### src/inc/gdf_pkg.sv
package gdf_pkg;

    // ****************************************************************
    // Register map (word byte addresses)
    // ****************************************************************
    localparam logic [3:0] ADDR_CTRL = 4'h0;
    localparam logic [3:0] ADDR_STATUS = 4'h4;
    localparam logic [3:0] ADDR_RAW = 4'h8;
    localparam logic [3:0] ADDR_OUTS = 4'hc;

    // ****************************************************************
    // Control register fields
    // ****************************************************************
    localparam int CTRL_CLR_BIT = 0;
    localparam int CTRL_UVOFF_BIT = 1;
    localparam int CTRL_OVOFF_BIT = 2;
    localparam int CTRL_PUVOFF_BIT = 3;
    localparam int CTRL_MODE_LSB = 4;
    localparam int CTRL_PD_BIT = 6;
    localparam int CTRL_TH_LSB = 8;
    localparam int CTRL_DEG_LSB = 12;
    localparam logic [31:0] CTRL_RESET = 32'h0000_0000;

    // ****************************************************************
    // Status register fields
    // ****************************************************************
    localparam int ST_FAULT_BIT = 0;
    localparam int ST_UV_BIT = 1;
    localparam int ST_OV_BIT = 2;
    localparam int ST_PUV_BIT = 3;
    localparam int ST_OC_BIT = 4;
    localparam int ST_FET_LSB = 8;
    localparam int NUM_FETS = 6;

    // ****************************************************************
    // Overcurrent response modes
    // ****************************************************************
    typedef enum logic [1:0] {
        OC_LATCH = 2'b00,
        OC_RETRY = 2'b01,
        OC_REPORT = 2'b10,
        OC_IGNORE = 2'b11
    } gdf_oc_mode_type;

    // Retry controller states.
    typedef enum logic [1:0] {
        RS_IDLE = 2'b00,
        RS_HOLD = 2'b01,
        RS_WAIT = 2'b10
    } gdf_retry_state_type;

    // Regulator and driver enables travel together.
    typedef struct packed {
        logic drv_en;
        logic drv_pull_low;
        logic buck_en;
        logic pump_en;
        logic lin1_en;
        logic lin2_en;
        logic lin3_en;
    } gdf_power_type;

    // Raw detector inputs travel together.
    typedef struct packed {
        logic logic_supply_undervoltage;
        logic supply_uv;
        logic supply_ov;
        logic pump_uv;
        logic drive_rail_overvoltage;
        logic rails_ready;
    } gdf_detect_type;

    // ****************************************************************
    // Timing
    // ****************************************************************
    localparam int CLOCK_MHZ = 250;
    localparam int RETRY_US = 4000;
    localparam int RETRY_CYCLES = RETRY_US * CLOCK_MHZ;
    localparam int DEG_STEP_NS = 1000;
    localparam int DEG_STEP_CYCLES = DEG_STEP_NS * CLOCK_MHZ / 1000;
    localparam logic [1:0] BUS_OK = 2'b00;

endpackage : gdf_pkg

### src/design/gdf_fault_manager.sv
// Decided for this implementation: the Avalon-MM slave port and the placing of the registers.
`timescale 1ns/1ps
module gdf_fault_manager
    import gdf_pkg::*;
#(
    parameter int RETRY_COUNT = RETRY_CYCLES,
    parameter int DEG_UNIT = DEG_STEP_CYCLES
)(
    input wire logic clock,
    input wire logic resetn,
    input wire logic [3:0] avs_address,
    input wire logic avs_read,
    input wire logic avs_write,
    input wire logic [31:0] avs_writedata,
    output logic [31:0] avs_readdata,
    output logic avs_waitrequest,
    output logic [1:0] avs_response,
    input wire gdf_pkg::gdf_detect_type detect,
    input wire logic [5:0] fet_on,
    input wire logic [5:0] fet_vds_level,
    input wire logic enable_pin,
    output logic fault_indicator_n_o,
    output logic fault_indicator_n_oe,
    output logic shutdown_mode,
    output gdf_pkg::gdf_power_type power,
    output logic pump_buck_hiz
);
    import gdf_pkg::*;

    // ****************************************************************
    // Reset release
    // ****************************************************************
    logic rst_meta_q;
    logic rst_n_q;

    // The reset is released through two stages to avoid metastability.
    always_ff @(posedge clock or negedge resetn)
    begin
        if (!resetn)
        begin
            rst_meta_q <= 1'b0;
            rst_n_q <= 1'b0;
        end
        else
        begin
            rst_meta_q <= 1'b1;
            rst_n_q <= rst_meta_q;
        end
    end

    // ****************************************************************
    // Register bus
    // ****************************************************************
    logic [31:0] ctrl_q;
    logic clear_q;
    logic ack_q;
    logic [31:0] status_w;
    logic [31:0] outs_w;
    logic [31:0] raw_w;
    logic wr_ctrl;
    logic bus_req;

    assign bus_req = (avs_read || avs_write) && !ack_q;
    assign wr_ctrl = avs_write && ack_q && (avs_address == ADDR_CTRL);

    // Every access is answered one cycle after it is seen.
    always_ff @(posedge clock or negedge rst_n_q)
    begin
        if (!rst_n_q)
        begin
            ack_q <= 1'b0;
            avs_waitrequest <= 1'b1;
            avs_readdata <= 32'h0000_0000;
            avs_response <= BUS_OK;
        end
        else
        begin
            ack_q <= bus_req;
            avs_waitrequest <= !bus_req;
            avs_response <= BUS_OK;
            if (avs_read && !ack_q)
            begin
                case (avs_address)
                    ADDR_CTRL: avs_readdata <= ctrl_q;
                    ADDR_STATUS: avs_readdata <= status_w;
                    ADDR_RAW: avs_readdata <= raw_w;
                    ADDR_OUTS: avs_readdata <= outs_w;
                    default: avs_readdata <= 32'h0000_0000;
                endcase
            end
        end
    end

    // Control register; the clear bit never stores.
    always_ff @(posedge clock or negedge rst_n_q)
    begin
        if (!rst_n_q)
            ctrl_q <= CTRL_RESET;
        else if (wr_ctrl)
        begin
            ctrl_q <= avs_writedata;
            ctrl_q[CTRL_CLR_BIT] <= 1'b0;
        end
    end

    always_ff @(posedge clock or negedge rst_n_q)
    begin
        if (!rst_n_q)
            clear_q <= 1'b0;
        else
            clear_q <= wr_ctrl && avs_writedata[CTRL_CLR_BIT];
    end

    logic uv_off;
    logic ov_off;
    logic puv_off;
    gdf_oc_mode_type oc_mode;
    logic pull_low_sel;
    logic [3:0] th_sel;
    logic [3:0] deg_sel;

    assign uv_off = ctrl_q[CTRL_UVOFF_BIT];
    assign ov_off = ctrl_q[CTRL_OVOFF_BIT];
    assign puv_off = ctrl_q[CTRL_PUVOFF_BIT];
    assign oc_mode = gdf_oc_mode_type'(ctrl_q[CTRL_MODE_LSB +: 2]);
    assign pull_low_sel = ctrl_q[CTRL_PD_BIT];
    assign th_sel = ctrl_q[CTRL_TH_LSB +: 4];
    assign deg_sel = ctrl_q[CTRL_DEG_LSB +: 4];

    // ****************************************************************
    // Clear sources
    // ****************************************************************
    logic en_prev_q;
    logic clr_evt;

    // Rising edge on the enable pin ends a low pulse.
    always_ff @(posedge clock or negedge rst_n_q)
    begin
        if (!rst_n_q)
            en_prev_q <= 1'b1;
        else
            en_prev_q <= enable_pin;
    end

    assign clr_evt = clear_q || (enable_pin && !en_prev_q);

    // ****************************************************************
    // Overcurrent deglitch per transistor
    // ****************************************************************
    logic [5:0] oc_hit;
    logic [19:0] deg_limit;

    assign deg_limit = 20'((32'(deg_sel) + 1) * DEG_UNIT);

    // The threshold is applied by the comparator outside this block.
    genvar gi;
    generate
        for (gi = 0; gi < NUM_FETS; gi++)
        begin : g_deg
            logic [19:0] cnt_q;
            always_ff @(posedge clock or negedge rst_n_q)
            begin
                if (!rst_n_q)
                    cnt_q <= 20'h0_0000;
                else if (!(fet_on[gi] && fet_vds_level[gi]))
                    cnt_q <= 20'h0_0000;
                else if (cnt_q <= deg_limit)
                    cnt_q <= cnt_q + 20'h0_0001;
            end
            assign oc_hit[gi] = cnt_q > deg_limit;
        end
    endgenerate

    logic oc_any;
    logic oc_active;
    assign oc_any = |oc_hit;
    assign oc_active = oc_any && (oc_mode != OC_IGNORE);

    // ****************************************************************
    // Retry sequencer
    // ****************************************************************
    gdf_retry_state_type rs_q;
    logic [31:0] rcnt_q;
    logic retry_go;

    always_ff @(posedge clock or negedge rst_n_q)
    begin
        if (!rst_n_q)
        begin
            rs_q <= RS_IDLE;
            rcnt_q <= 32'h0000_0000;
        end
        else
        begin
            case (rs_q)
                RS_IDLE:
                    if (oc_active && oc_mode == OC_RETRY)
                    begin
                        rs_q <= RS_WAIT;
                        rcnt_q <= 32'h0000_0000;
                    end
                RS_WAIT:
                    if (rcnt_q >= 32'(RETRY_COUNT - 1))
                        rs_q <= RS_IDLE;
                    else
                        rcnt_q <= rcnt_q + 32'h0000_0001;
                default: rs_q <= RS_IDLE;
            endcase
        end
    end

    assign retry_go = (rs_q == RS_WAIT) && (rcnt_q >= 32'(RETRY_COUNT - 1));

    // ****************************************************************
    // Status latches
    // ****************************************************************
    logic uv_st_q;
    logic ov_st_q;
    logic puv_st_q;
    logic oc_st_q;
    logic [5:0] fet_st_q;

    // supply UV bit; set wins over clear
    always_ff @(posedge clock or negedge rst_n_q)
    begin
        if (!rst_n_q)
            uv_st_q <= 1'b0;
        else if (detect.supply_uv)
            uv_st_q <= 1'b1;
        else if (clr_evt)
            uv_st_q <= 1'b0;
    end

    always_ff @(posedge clock or negedge rst_n_q)
    begin
        if (!rst_n_q)
            ov_st_q <= 1'b0;
        else if (detect.supply_ov)
            ov_st_q <= 1'b1;
        else if (clr_evt)
            ov_st_q <= 1'b0;
    end

    always_ff @(posedge clock or negedge rst_n_q)
    begin
        if (!rst_n_q)
            puv_st_q <= 1'b0;
        else if (detect.pump_uv)
            puv_st_q <= 1'b1;
        else if (clr_evt)
            puv_st_q <= 1'b0;
    end

    always_ff @(posedge clock or negedge rst_n_q)
    begin
        if (!rst_n_q)
        begin
            oc_st_q <= 1'b0;
            fet_st_q <= 6'h00;
        end
        else if (oc_active)
        begin
            oc_st_q <= 1'b1;
            fet_st_q <= fet_st_q | oc_hit;
        end
        else if (clr_evt || retry_go)
        begin
            oc_st_q <= 1'b0;
            fet_st_q <= 6'h00;
        end
    end

    // ****************************************************************
    // Driver gating for recoverable supply faults
    // ****************************************************************
    logic drv_hold_q;

    // drivers wait for a clear after OV or pump UV
    always_ff @(posedge clock or negedge rst_n_q)
    begin
        if (!rst_n_q)
            drv_hold_q <= 1'b0;
        else if ((detect.supply_ov && !ov_off) ||
                 (detect.pump_uv && !puv_off))
            drv_hold_q <= 1'b1;
        else if (clr_evt)
            drv_hold_q <= 1'b0;
    end

    logic rail_ov_seen_q;
    // buck and pump enables held off until drive rail overvoltage recovers
    always_ff @(posedge clock or negedge rst_n_q)
    begin
        if (!rst_n_q)
            rail_ov_seen_q <= 1'b0;
        else
            rail_ov_seen_q <= detect.drive_rail_overvoltage;
    end

    // ****************************************************************
    // Outputs
    // ****************************************************************
    logic sup_uv_act;
    logic sup_ov_act;
    logic pump_act;
    logic fault_now;
    logic oc_stop;
    assign sup_uv_act = detect.supply_uv && !uv_off;
    assign sup_ov_act = detect.supply_ov && !ov_off;
    assign pump_act = detect.pump_uv && !puv_off;
    // latch and retry modes stop drivers; report does not
    assign oc_stop = oc_st_q && (oc_mode != OC_REPORT);
    assign fault_now = detect.supply_uv || detect.supply_ov ||
                       detect.pump_uv || oc_st_q || !detect.rails_ready;

    // Power sequencing is registered so every output comes from a flop.
    always_ff @(posedge clock or negedge rst_n_q)
    begin
        if (!rst_n_q)
        begin
            power <= '0;
            shutdown_mode <= 1'b1;
            fault_indicator_n_o <= 1'b0;
            fault_indicator_n_oe <= 1'b1;
            pump_buck_hiz <= 1'b0;
        end
        else
        begin
            fault_indicator_n_o <= 1'b0;
            fault_indicator_n_oe <= fault_now;
            shutdown_mode <= detect.logic_supply_undervoltage;
            // release high-Z once the drive rail is back
            pump_buck_hiz <= detect.drive_rail_overvoltage;
            // shutdown keeps only regulators 1 and 3
            if (detect.logic_supply_undervoltage)
            begin
                power <= '0;
                power.lin1_en <= 1'b1;
                power.lin3_en <= 1'b1;
            end
            else
            begin
                power.lin1_en <= !pump_act;
                power.lin3_en <= 1'b1;
                power.buck_en <= !(sup_uv_act || sup_ov_act) &&
                                 !rail_ov_seen_q;
                power.pump_en <= !(sup_uv_act || sup_ov_act) &&
                                 !rail_ov_seen_q;
                power.lin2_en <= !(sup_uv_act || sup_ov_act);
                power.drv_en <= !(sup_uv_act || sup_ov_act || pump_act ||
                                  drv_hold_q || oc_stop);
                power.drv_pull_low <= oc_stop && pull_low_sel;
            end
        end
    end

    // Readback views.
    assign status_w = {16'h0000, 2'b00, fet_st_q, 3'b000, oc_st_q,
                       puv_st_q, ov_st_q, uv_st_q,
                       uv_st_q | ov_st_q | puv_st_q | oc_st_q};
    assign raw_w = {20'h0_0000, th_sel, 2'b00, oc_hit};
    assign outs_w = {23'h00_0000, pump_buck_hiz, shutdown_mode,
                     fault_indicator_n_oe, power.drv_en, power.buck_en,
                     power.pump_en, power.lin1_en, power.lin2_en,
                     power.lin3_en};

endmodule : gdf_fault_manager

### config.mk
export PLATFORM = sky130hd
export DESIGN_NAME = gdf_fault_manager
export DESIGN_NICKNAME = d
export VERILOG_FILES = /design/src/inc/gdf_pkg.sv /design/src/design/gdf_fault_manager.sv
export SDC_FILE = /design/constraint.sdc
export NUM_CORES = 1
export LEC_CHECK = 0
export ABC_CLOCK_PERIOD_IN_PS = 8500
export BUFFER_PORTS_ARGS = -buffer_cell sky130_fd_sc_hd__buf_4
export CELL_PAD_IN_SITES_DETAIL_PLACEMENT = 1
export CELL_PAD_IN_SITES_GLOBAL_PLACEMENT = 2
export CORE_ASPECT_RATIO = 0.5
export CORE_MARGIN = 2
export CORE_UTILIZATION = 41
export CTS_BUF_LIST = sky130_fd_sc_hd__clkbuf_4
export DETAILED_ROUTE_END_ITERATION = 16
export PLACE_DENSITY_LB_ADDON = 0.25
export SYNTH_ARGS = -nofsm -noshare
export SYNTH_HDL_FRONTEND = slang
export SYNTH_SLANG_ARGS = --single-unit
export TNS_END_PERCENT = 10
### constraint.sdc
create_clock -name clock -period 8.5 [get_ports clock]
set_input_delay 0.85 -clock clock [delete_from_list [all_inputs] [get_ports clock]]
set_output_delay 0.85 -clock clock [all_outputs]
set_load 0.01 [all_outputs]
==> metrics <==
Synth Area per Inst 10.3 µm²; Slew @ Worst Pin 0.979 ns; global-route wire length before repair 56400 µm; crit-path cells ha_1, xor2_1, ha_1, ha_1, inv_1, fa_1, inv_1, fa_1, xnor2_1, ha_1, nand4_1, a21oi_1, o31a_1, o31a_1, o211a_1, o22ai_2, and2_1, nand4_2, or3_1, a21oi_1; crit path launch type flop; Bufs and invs on worst path 2; nets@finish 1548; synthesized flop and latch total 242; Sink Count 242; number of DRC markers in iteration 0 427; RSZ-0062 raised after global routing no; clock latency on the worst-skew pair 0.75 ns; global route overflow 0; Hold Path Depth 1; Hold Startpoint detect[1]; Ports 105; placed cell count 1771; dpl hpwl 25000 µm; kind of critical path reg -> reg; die footprint 33400 µm²; Hold EP pump_buck_hiz; initial antenna violation count 1; post-synth top area share 45.6%; H-tree depth 2; most frequent cells in the layout 237 x dfrtp_1, 136 x nor2_1, 113 x buf_4, 89 x nand2_1, 87 x clkbuf_4; largest net degree at the start of global routing 70; Finish-stage setup viols 0; reported max-cap violation count 0; number of I/O port buffers 101; outcome finished, final reports clean; CTS Root Cell clkbuf_4; most common cell after layout, fill and taps aside dfrtp_1; vias per cell 5.36; core area 31500 µm²; die width 256 µm; Finished Cell Area 15000 µm²; CTS buffer count 59; layout cells sized above 1 18.7%; postcts setup bufs 0; launching point of the worst reg2reg path ctrl_q[12]; All-Layer GR Usage 21.1%; sequential share of the synthesized area 46.4%; Post-Synthesis Cell Area 13100 µm²; YS warnings 0; # DRC 0; TritonCTS clock tree built; ANT nets after route 0; setup ws final 1.73 ns; Lkg Pwr 6.99 nW; Synth Instances 1271; Final Hold Viols 0; final slew viol count 0; reg2reg path depth 20; final period utilization 79.6%; WL per Instance 18.4 µm; EDFF count, synth 0; post-synthesis async set-or-reset flop share 100%; Top delay family on crit path adder cells; CP most frequent cell ha_1; ranking of synthesized cells by area dfrtp_1 46%, ha_1 7.5%, nor2_1 3.9%; P&R area growth vs syn 14.8%; Placer Congestion 0.818; Crit-path slowest cell xnor2_1; critical path data arrival time 7.42 ns; crit end category flop; Reg2Reg Capture Point g_deg[2].cnt_q[7]; vias in the first global route 10700; pwr/cell area 300 nW/µm²; Yosys cell types 85; Setup Slack @ Placement 1.70 ns; worst min path class in -> reg; vias 10100; WHS 0.216 ns; total power 4.50 mW; area leader, netlist dfrtp_1; setup_tns 0 ns; r2r setup slk 1.73 ns; maximum root-to-sink buffer count 3; clock-pin slew on the worst setup and hold paths 0.07 ns; post-CTS resize count 0; crit-path max cell delay 0.75 ns; Slew headroom 34.4%; worst vdd ir 0.000221 V; clk_skew 0.0449 ns; Max Clock Freq 148 MHz; Final Util 47.6%; Period minus WS final 6.77 ns; FP Rows 46; final cell count without fillers 1878; Worst EP required 9.16 ns; Die H 130 µm; Starting Density 41.5%; drt pass-1 iters 6; Post-DP Area 14200 µm²; ys flop type dfrtp_1; Routed WL 34600 µm; CP max FO 8; Hold-fix buffers, CTS 1
==> Yosys cell counts (9+ instances only) <==
cell / count
dfrtp_1: 238
nor2_1: 136
nand2_1: 89
ha_1: 78
inv_1: 62
a21oi_1: 60
and3_1: 46
xor2_1: 43
xnor2_1: 41
o21ai_0: 39
nand3_1: 36
clkbuf_1: 32
mux2_2: 30
nand4_1: 28
nor3_1: 25
a22o_1: 23
nor2b_1: 23
and2_1: 16
nor4_1: 14
a31oi_1: 13
or3_1: 11
fa_1: 10
mux2i_1: 10
o21ai_1: 9
==> worst register-to-register path, delay by kind of cell, from the launching register on <==
family | cells | cell delay (ns)
AND/OR/NAND/NOR | 4 | 1.08
AO/OA/AOI/OAI | 6 | 1.48
XOR/XNOR | 2 | 1.20
flip-flops | 1 | 0.52
buffers and inverters | 2 | 0.12
adder cells (fa/ha/maj) | 6 | 2.27
==> flip-flops by register name (all words and copies together) (netlist names) <==
register and cells:
en_prev_q 1, rcnt_q 32, g_deg.cnt_q 120, rst_meta_q 1, ov_st_q 1, drv_hold_q 1
fault_indicator_n_oe 1, avs_waitrequest 1, power 6, ack_q 1, uv_st_q 1, oc_st_q 1
puv_st_q 1, rst_n_q 1, rs_q 1, avs_readdata 32, clear_q 1, pump_buck_hiz 1
fet_st_q 6, shutdown_mode 1, ctrl_q 31
==> where the power goes <==
group / total, mW / switching, mW / internal (mW) / leakage, nW
clock: 0.975 / 0.506 / 0.469 / 0.441
sequential: 1.33 / 0.0929 / 1.24 / 3.20
combinational: 2.19 / 1.36 / 0.837 / 3.35
total: 4.50 / 1.95 / 2.55 / 6.99
==> layer usage <==
layer	routed length [µm]	vias to the layer above	share of wire [%]	track usage, %
met1	16300	5094	47	28.0
li1	-	4793	-	-
met3	1660	40	4.8	5.05
met4	462	0	1.3	5.61
met2	16200	146	47	35.0
met5	0	-	0	0
==> worst max-delay path by stage <==
stage,startpoint,end,slack (ns),cells after the start
2_1_floorplan,rst_n_q,ack_q,1.26,0
3_3_place_gp,ctrl_q[12],g_deg[2].cnt_q[9],2.04,20
3_5_place_dp,ctrl_q[12],g_deg[2].cnt_q[7],1.70,20
4_1_cts,ctrl_q[12],g_deg[2].cnt_q[7],1.69,20
5_1_grt,ctrl_q[12],g_deg[2].cnt_q[9],1.27,20
6_report,ctrl_q[12],g_deg[2].cnt_q[7],1.73,20
==> final cells by class <==
type / count / area, µm²
Antenna cell: 1 / 2.50
Tap cell: 432 / 541
Clock inverter: 18 / 81.3
Sequential cell: 242 / 6060
Clock buffer: 87 / 653
Timing Repair Buffer: 114 / 858
Multi-Input combinational cell: 921 / 6550
Fill cell: 3551 / 16500
Inverter: 63 / 239
==> logic make-up after synthesis <==
kind of cell / synth area share, %
xor gates and xnor gates: 6.62
and+or+nand+nor: 18.1
buffers and inverters: 3.57
DFF: 46.4
muxes: 3.81
other: 0.0575
AOI/OAI and AO/OA: 12.3
adders and majority gates: 9.17
Note: power is estimated with default switching activity, not from simulation.
